$ cat src/ext_bus_pkg.sv
// Package with constants and carrier types for the external bus pin control block.
package ext_bus_pkg;

    // ==========================================================================
    // Widths and address map
    // ==========================================================================
    localparam int ADDR_W = 16;
    localparam int DATA_W = 8;
    localparam logic [15:0] HIGH_PAGE_BASE = 16'hFF00;
    localparam int HIGH_PAGE_MSB = 15;
    localparam int HIGH_PAGE_LSB = 8;

    // ==========================================================================
    // Mode select encodings
    // ==========================================================================
    localparam logic [1:0] MODE_EXP_NOROM = 2'h1;
    localparam logic [1:0] MODE_EXP_ROM = 2'h2;
    localparam logic [1:0] MODE_SINGLE = 2'h3;

    // ==========================================================================
    // Timing
    // ==========================================================================
    localparam int MCLK_HZ = 20_000_000;
    localparam int E_CLK_DIV = 8;
    localparam int E_CNT_W = 3;

    // ==========================================================================
    // Carrier types
    // ==========================================================================
    typedef struct packed {
        logic req;
        logic wr;
        logic [15:0] addr;
        logic [7:0] wdata;
    } bus_req_t;

    typedef struct packed {
        logic ready;
        logic [7:0] rdata;
    } bus_rsp_t;

    typedef struct packed {
        logic [15:0] addr_out_bus;
        logic addr_oe;
        logic addr_valid_strobe_n;
        logic rd_strobe_n;
        logic wr_strobe_n;
        logic high_page_select_n;
        logic high_page_oe;
    } bus_pins_t;

    typedef enum logic [3:0] {
        ST_IDLE = 4'b0001,
        ST_ADDR = 4'b0010,
        ST_DATA = 4'b0100,
        ST_STALL = 4'b1000
    } bus_state_t;

endpackage : ext_bus_pkg

$ cat src/external_bus_pin_control.sv
// External bus interface, mode pin muxing, clocks, reset and nonmaskable edge detect.
//
// Function
// - External accesses drive the sixteen-bit address on the address output pins.
// - Data moves on an eight-bit two-way bus: driven here on writes, from outside on reads.
// - The read strobe is low during an external read and high otherwise.
// - The write strobe is low during an external write and high otherwise.
// - The address strobe is low while the address bus carries a valid address.
// - In expanded modes the high-page select is low for accesses from FF00 upward.
// - A wait request from the far side stretches the off-chip cycle with stall states.
// - The nonmaskable input is top priority, triggered on the edge a control bit selects.
// - A low reset input flags reset, idles the bus sequencer and holds the clocks; in expanded modes the address pins stay driven.
// - A low standby input moves the chip into hardware standby.
// - The system clock runs at half the oscillator input frequency.
// - The system clock is driven out on its own pin.
// - An E clock is driven out on its own pin.
`timescale 1ns/1ps
module external_bus_pin_control #(
    parameter int E_DIV = 8
) (
    input wire logic mclk,
    input wire logic reset,
    input wire logic reset_pin_n,
    input wire logic hw_standby_n,
    input wire logic boot_cfg_hi,
    input wire logic boot_cfg_lo,
    input wire logic nonmask_pin,
    input wire logic nonmask_edge_select,
    input wire logic nonmask_ack,
    output logic nonmask_req,
    input wire logic [7:0] addr_low_port_out,
    input wire ext_bus_pkg::bus_req_t cpu_req,
    output ext_bus_pkg::bus_rsp_t cpu_rsp,
    output logic [15:0] addr_out_bus,
    output logic [15:0] addr_out_oe,
    input wire logic [7:0] bidir_byte_bus_in,
    output logic [7:0] bidir_byte_bus_out,
    output logic [7:0] bidir_byte_bus_oe,
    input wire logic wait_req_n,
    output logic rd_strobe_n,
    output logic wr_strobe_n,
    output logic addr_valid_strobe_n,
    output logic high_page_select_n,
    output logic bus_ctrl_oe,
    output logic sys_clk_out,
    output logic e_clk_out,
    output logic chip_in_reset,
    output logic chip_in_standby,
    output logic [1:0] mode_q
);
    import ext_bus_pkg::*;

    bus_state_t state_q;
    logic run;
    logic sys_tick;
    logic expanded;
    logic high_page;
    logic nm_prev_q;
    logic access_wr_q;
    logic [15:0] access_addr_q;
    logic [7:0] access_wdata_q;
    logic strobe_phase;
    logic pins_live;
    logic strobe_live;
    logic port_lends_low;

    // Decodes whether an address lies in the high page.
    function automatic logic in_high_page(input logic [15:0] a);
        return a[HIGH_PAGE_MSB:HIGH_PAGE_LSB] == HIGH_PAGE_BASE[HIGH_PAGE_MSB:HIGH_PAGE_LSB];
    endfunction : in_high_page

    // True in the phases in which the strobes and the data drive are active.
    function automatic logic in_strobe_phase(input bus_state_t s);
        return (s == ST_DATA) || (s == ST_STALL);
    endfunction : in_strobe_phase

    // ==========================================================================
    // Reset, standby and mode
    // ==========================================================================
    // Standby and reset both idle the bus sequencer and hold the clocks; standby also parks the pins.
    assign chip_in_reset = ~reset_pin_n;
    assign chip_in_standby = ~hw_standby_n;
    assign run = reset_pin_n & hw_standby_n;
    assign expanded = (mode_q == MODE_EXP_NOROM) || (mode_q == MODE_EXP_ROM);

    // The mode pins are latched while the reset pin is low, so they are stable afterwards.
    // A mode change therefore takes effect only through a pin reset, never in mid-access.
    always_ff @(posedge mclk or posedge reset) begin
        if (reset) begin
            mode_q <= MODE_SINGLE;
        end else if (!reset_pin_n) begin
            mode_q <= {boot_cfg_hi, boot_cfg_lo};
        end
    end

    // ==========================================================================
    // Clock outputs
    // ==========================================================================
    // The E clock rate is a parameter because the needs of the far side differ per board.
    clock_gen #(
        .E_DIV(E_DIV)
    ) u_clock_gen (
        .mclk(mclk),
        .reset(reset),
        .run(run),
        .sys_clk_out(sys_clk_out),
        .sys_tick(sys_tick),
        .e_clk_out(e_clk_out)
    );

    // ==========================================================================
    // Nonmaskable edge detect
    // ==========================================================================
    // The request is sticky until acknowledged; a new edge in the ack cycle wins.
    // The previous level follows the pin in reset too, so a release gives no false edge.
    always_ff @(posedge mclk or posedge reset) begin
        if (reset) begin
            nm_prev_q <= 1'b1;
            nonmask_req <= 1'b0;
        end else if (!reset_pin_n) begin
            nm_prev_q <= nonmask_pin;
            nonmask_req <= 1'b0;
        end else begin
            nm_prev_q <= nonmask_pin;
            if (nonmask_edge_select ? (nonmask_pin & ~nm_prev_q)
                                    : (~nonmask_pin & nm_prev_q)) begin
                nonmask_req <= 1'b1;
            end else if (nonmask_ack) begin
                nonmask_req <= 1'b0;
            end
        end
    end

    // ==========================================================================
    // Bus sequencer
    // ==========================================================================
    // Idle takes a request, then address phase, data phase, stretched by stall states.
    always_ff @(posedge mclk or posedge reset) begin
        if (reset) begin
            state_q <= ST_IDLE;
            access_wr_q <= 1'b0;
            access_addr_q <= 16'h0000;
            access_wdata_q <= 8'h00;
            cpu_rsp <= '0;
        end else if (!run) begin
            state_q <= ST_IDLE;
            cpu_rsp <= '0;
        end else begin
            // Ready is a one-cycle pulse; the read byte stays in its register until the next read, a pin reset or standby.
            cpu_rsp.ready <= 1'b0;
            if (sys_tick) begin
                case (state_q)
                    ST_IDLE: begin
                        // The request is copied so the pins stay steady if the caller moves on.
                        if (cpu_req.req && expanded) begin
                            access_wr_q <= cpu_req.wr;
                            access_addr_q <= cpu_req.addr;
                            access_wdata_q <= cpu_req.wdata;
                            state_q <= ST_ADDR;
                        end
                    end
                    ST_ADDR: begin
                        state_q <= ST_DATA;
                    end
                    ST_DATA, ST_STALL: begin
                        // Wait is looked at only on a tick, so a glitch between ticks is ignored.
                        if (!wait_req_n) begin
                            state_q <= ST_STALL;
                        end else begin
                            cpu_rsp.ready <= 1'b1;
                            cpu_rsp.rdata <= access_wr_q ? cpu_rsp.rdata : bidir_byte_bus_in;
                            state_q <= ST_IDLE;
                        end
                    end
                    default: begin
                        state_q <= ST_IDLE;
                    end
                endcase
            end
        end
    end

    // ==========================================================================
    // Pin drive
    // ==========================================================================
    // Qualifiers shared by the strobes, the data drive and the address pins.
    assign strobe_phase = in_strobe_phase(state_q);
    assign pins_live = expanded & hw_standby_n;
    assign strobe_live = strobe_phase & pins_live;
    assign high_page = in_high_page(access_addr_q);

    // Strobes are only asserted in a live cycle of an expanded mode. Gating them with the
    // standby pin keeps a cut cycle from showing a low strobe on a released control pin.
    always_comb begin
        addr_valid_strobe_n = ~strobe_live;
        rd_strobe_n = ~(strobe_live && !access_wr_q);
        wr_strobe_n = ~(strobe_live && access_wr_q);
        high_page_select_n = ~(pins_live && high_page && state_q != ST_IDLE);
        bus_ctrl_oe = pins_live;
    end

    // The data pins turn round only inside the data phase of a write, so a byte from
    // the far side never meets our own drive.
    assign bidir_byte_bus_out = access_wdata_q;
    assign bidir_byte_bus_oe = {DATA_W{strobe_live && access_wr_q}};

    // Mode 2 lends the low address byte to the port while the bus is idle; the port
    // value is therefore only visible between accesses.
    assign port_lends_low = (mode_q == MODE_EXP_ROM) && (state_q == ST_IDLE);

    // Each address pin picks its source on its own; mode 1 owns all sixteen lines.
    for (genvar i = 0; i < ADDR_W; i++) begin : g_addr_pin
        if (i < $bits(addr_low_port_out)) begin : g_shared
            assign addr_out_bus[i] = port_lends_low ? addr_low_port_out[i]
                                                    : access_addr_q[i];
        end else begin : g_dedicated
            assign addr_out_bus[i] = access_addr_q[i];
        end
        assign addr_out_oe[i] = pins_live;
    end

endmodule : external_bus_pin_control

$ cat src/clock_gen.sv
// System clock and E clock generator driven from the oscillator input.
`timescale 1ns/1ps
module clock_gen #(
    parameter int E_DIV = 8
) (
    input wire logic mclk,
    input wire logic reset,
    input wire logic run,
    output logic sys_clk_out,
    output logic sys_tick,
    output logic e_clk_out
);
    import ext_bus_pkg::*;

    logic [E_CNT_W-1:0] e_cnt_q;

    // ==========================================================================
    // Half-rate system clock
    // ==========================================================================
    // Toggling on every rising oscillator edge gives half the input frequency.
    always_ff @(posedge mclk or posedge reset) begin
        if (reset) begin
            sys_clk_out <= 1'b0;
        end else if (run) begin
            sys_clk_out <= ~sys_clk_out;
        end
    end

    // A tick on each rising system-clock phase steps the bus sequencer.
    assign sys_tick = run & ~sys_clk_out;

    // ==========================================================================
    // E clock
    // ==========================================================================
    // The E clock divides the system clock further; it is high for half its period.
    always_ff @(posedge mclk or posedge reset) begin
        if (reset) begin
            e_cnt_q <= '0;
            e_clk_out <= 1'b0;
        end else if (sys_tick) begin
            if (e_cnt_q == E_CNT_W'(E_DIV / 2 - 1)) begin
                e_cnt_q <= '0;
                e_clk_out <= ~e_clk_out;
            end else begin
                e_cnt_q <= e_cnt_q + 1'b1;
            end
        end
    end

endmodule : clock_gen

$ cat config.mk
export PLATFORM = sky130hd
export DESIGN_NAME = external_bus_pin_control
export DESIGN_NICKNAME = d
export VERILOG_FILES = /design/src/ext_bus_pkg.sv /design/src/external_bus_pin_control.sv /design/src/clock_gen.sv
export SDC_FILE = /design/constraint.sdc
export NUM_CORES = 1
export LEC_CHECK = 0
export ABC_AREA = 1
export BUFFER_PORTS_ARGS = -buffer_cell sky130_fd_sc_hd__buf_2
export CORE_ASPECT_RATIO = 0.9
export CORE_MARGIN = 2
export CORE_UTILIZATION = 50
export DETAILED_ROUTE_END_ITERATION = 10
export PLACE_DENSITY = 0.86
export SETUP_SLACK_MARGIN = 0.1
export SYNTH_ARGS = -nofsm -noshare
export SYNTH_HDL_FRONTEND = slang
export SYNTH_HIERARCHICAL = 1
export SYNTH_SLANG_ARGS = --single-unit
$ cat constraint.sdc
create_clock -name mclk -period 5.54 [get_ports mclk]
set_clock_uncertainty 0.05 [all_clocks]
set_input_delay 0.831 -clock mclk [delete_from_list [all_inputs] [get_ports mclk]]
set_output_delay 0.831 -clock mclk [all_outputs]
set_load 0.02 [all_outputs]
==> flow_metrics.py <==
metrics = {
    "power_and_ir_drop": {
        "p_per_area_nw_per_um2": 307,
        "clock_power_share_pct": 22.9,
        "p_int_uw": 591,
        "ir_drop_uv": 174,
        "p_sw_share_pct": 35.1,
        "p_sw_uw": 319,
        "p_seq_share_pct": 47.8,
        "leakage_uw": 0.00184,
        "comb_power_share_pct": 29.3,
        "finalPower_uw": 910,
    },
    "sta": {
        "setup_viol": 0,
        "slew_headroom_pct": 59.3,
        "finalCriticalPeriod_ns": 3.08,
        "worst_pin_slew_ns": 0.608,
        "slew_violations": 0,
        "fin_setup_tns_ns": 0,
        "rsz0062_at_grt": "false",
        "hold_viol": 0,
        "max_freq_mhz": 325,
        "post-route-period-util_pct": 55.6,
    },
    "yosys": {
        "avgSynthCellArea_um2": 8.06,
        "syn_area_um2": 2470,
        "yosysUniqueCellTypes": 25,
        "synth_edf_count": 0,
        "seq_area_frac_synth_pct": 47.7,
        "synth_seq_cells": 47,
        "synthCells": 307,
        "async_reset_ff_share_pct": 100,
        "synth_nets": 361,
        "ys_warn_count": 6,
        "synth_ff_type": "dfrtp_1",
    },
    "cts": {
        "ctsResizeCount": 0,
        "clk_pin_slew_ns": 0.08,
        "insertion_delay_ns": 0.29,
        "cts.sinks": 47,
        "clk_path_buf_depth": 2,
        "htree_levels": 2,
        "cts_buffers": 5,
        "root_buffer": "clkbuf_8",
        "cts_hold_buffers": 0,
        "tritoncts": "built",
        "postCtsSetupBuffers": 0,
    },
    "cells_and_area": {
        "nNetsFinal": 451,
        "mostFrequentLayoutCell": "buf_2",
        "postLayoutCellArea_um2": 2970,
        "final_core_util_pct": 61.8,
        "final.fill_count": 457,
        "antenna_cells": 0,
        "area_delta_synth_final_pct": 20.0,
        "drive_gt1_share_pct": 37.4,
        "layout.cells.non_filler": 463,
        "mostFrequentLayoutCells": "120 x buf_2, 109 x nand2_1, 48 x nand3_1, 43 x dfrtp_1, 23 x inv_1",
    },
    "setup_path": {
        "cp_max_fo": 20,
        "crit_chain": "inv_1 > ha_1 > inv_1 > nand2_1 > inv_1 > nand3_1 > inv_1 > buf_2",
        "cp_slowest_cell": "dfstp_2",
        "end_kind": "primary output",
        "startpoint_type": "flip-flop",
        "max_stage_delay_ns": 0.54,
        "rr_worst_depth": 7,
        "crit_arrival_ns": 2.20,
        "r2r-start": "mode_q[0]$_DFFE_PP1N_",
        "worstSetupPathType": "reg -> out",
        "worst-r2r-setup-slack_ns": 3.27,
        "crit_start": "mode_q[0]$_DFFE_PP1N_",
        "cp_common_cell": "inv_1",
        "worstPathRequired_ns": 4.66,
    },
    "global_route": {
        "grt_max_degree": 43,
        "grt_pass1_vias": 2037,
        "grt_pass1_wl_mm": 8.99,
        "antenna_found_initial": 0,
        "grt_usage_pct": 20.1,
        "gr-total-overflow": 0,
    },
    "place": {
        "routabilityCongestion": 0.785,
        "portBuffers": 120,
        "dp_cells": 455,
        "post_dp_cell_area_um2": 2880,
        "dp_hpwl_mm": 4.19,
    },
    "routing": {
        "route.detailed.drc": 0,
        "drt-total-wl_mm": 5.56,
        "final_antenna_net_count": 0,
        "dr.pass1.iters": 4,
        "drtIter0Drc": 200,
        "viasPerCell": 4.86,
        "wl_per_cell_um": 12.0,
        "via_count": 2250,
    },
    "die": {
        "die-area_um2": 5530,
        "die_w_um": 78.2,
        "die_h_um": 70.7,
        "core_area_um2": 4800,
        "pin_count": 121,
        "rows": 24,
        "start_util_pct": 51.5,
    },
    "hold_path": {
        "min-delay-path-class": "in -> async",
    },
    "status": {
        "outcome": "finished clean",
    },
    "job": {
        "drv_cap": 0,
    },
}
## cell usage after synthesis (2+ instances only)
| library cell | n | area share [%] |
|---|---|---|
| nor2_2 | 3 | 0.76 |
| nor2_4 | 2 | 0.91 |
| dfrtp_1 | 43 | 43 |
| inv_1 | 24 | 3.6 |
| o21ai_0 | 7 | 1.4 |
| ha_1 | 2 | 1.0 |
| nor3_4 | 2 | 1.3 |
| inv_2 | 4 | 0.61 |
| nor3_1 | 3 | 0.61 |
| buf_4 | 35 | 11 |
| nor2_1 | 7 | 1.1 |
| nand3_1 | 48 | 9.7 |
| nand2_2 | 3 | 0.76 |
| nand2_1 | 109 | 17 |
| dfstp_2 | 4 | 4.2 |
| buf_6 | 2 | 0.91 |
## registers in the layout, summed over array words and instances (netlist names)
name / count
access_addr_q: 16
cpu_rsp: 9
bidir_byte_bus_out: 8
state_q: 4
u_clock_gen/e_cnt_q: 3
mode_q: 2
access_wr_q: 1
nm_prev_q: 1
nonmask_req: 1
u_clock_gen/e_clk_out: 1
u_clock_gen/sys_clk_out: 1
## power by group through the flow
| stage | registers (uW) | logic, uW | clock network, uW |
|---|---|---|---|
| 6_report | 435 | 267 | 208 |
| 5_1_grt | 443 | 294 | 228 |
| 4_1_cts | 435 | 270 | 217 |
| 3_5_place_dp | 442 | 268 | 0 |
| 3_3_place_gp | 440 | 262 | 0 |
| 2_1_floorplan | 459 | 183 | 0 |
## through the flow
step | hold WS (ns) | setup slack (ns)
6_report | 0.390 | 2.46
5_1_grt | 0.397 | 2.25
4_1_cts | 0.386 | 2.42
3_5_place_dp | 0.407 | 2.72
3_3_place_gp | 0.405 | 2.80
2_1_floorplan | 0.392 | 2.35
## worst max-delay path: cells and delay by family (launching register included)
family,cells,cell delay (ns)
fa+ha+maj,1,0.28
buf+inv,5,0.85
flops,1,0.54
simple gates,2,0.26
## final cells by class
cell class / count / area (um2) / share of cell area [%]
Clock buffer: 7 / 86.3 / 2.91
Clock inverter: 1 / 5.00 / 0.169
Inverter: 28 / 105 / 3.54
Multi-Input combinational cell: 193 / 895 / 30.1
Sequential cell: 47 / 1180 / 39.8
Tap cell: 65 / 81.3 / 2.74
Timing Repair Buffer: 122 / 616 / 20.7
## final timing paths
| path | endpoint |
|---|---|
| setup / recovery | bidir_byte_bus_oe[2] |
| hold / removal | u_clock_gen/e_clk_out$_DFFE_PP0P_ |
| setup reg to reg | access_wr_q$_DFFE_PP0P_ |
| hold reg to reg | bidir_byte_bus_out[7]$_DFFE_PP0P_ |
| max in group asynchronous | state_q[0]$_DFFE_PP1P_ |
| min in group mclk | bidir_byte_bus_out[7]$_DFFE_PP0P_ |
## routing by layer
layer  wire length [um]  global-route usage [%]
met5                  0                       0
met4                 70                    6.82
met3                327                    3.70
met2               2730                    35.1
met1               2430                    25.5
## cell families after synthesis
kind of cell,after synthesis,synth area share (%)
AOI/OAI and AO/OA,10,2.12
adders and majority gates,2,1.01
and+or+nand+nor,181,33.0
DFF,47,47.7
buffers and inverters,67,16.1
(Power assumes the default switching activity.)
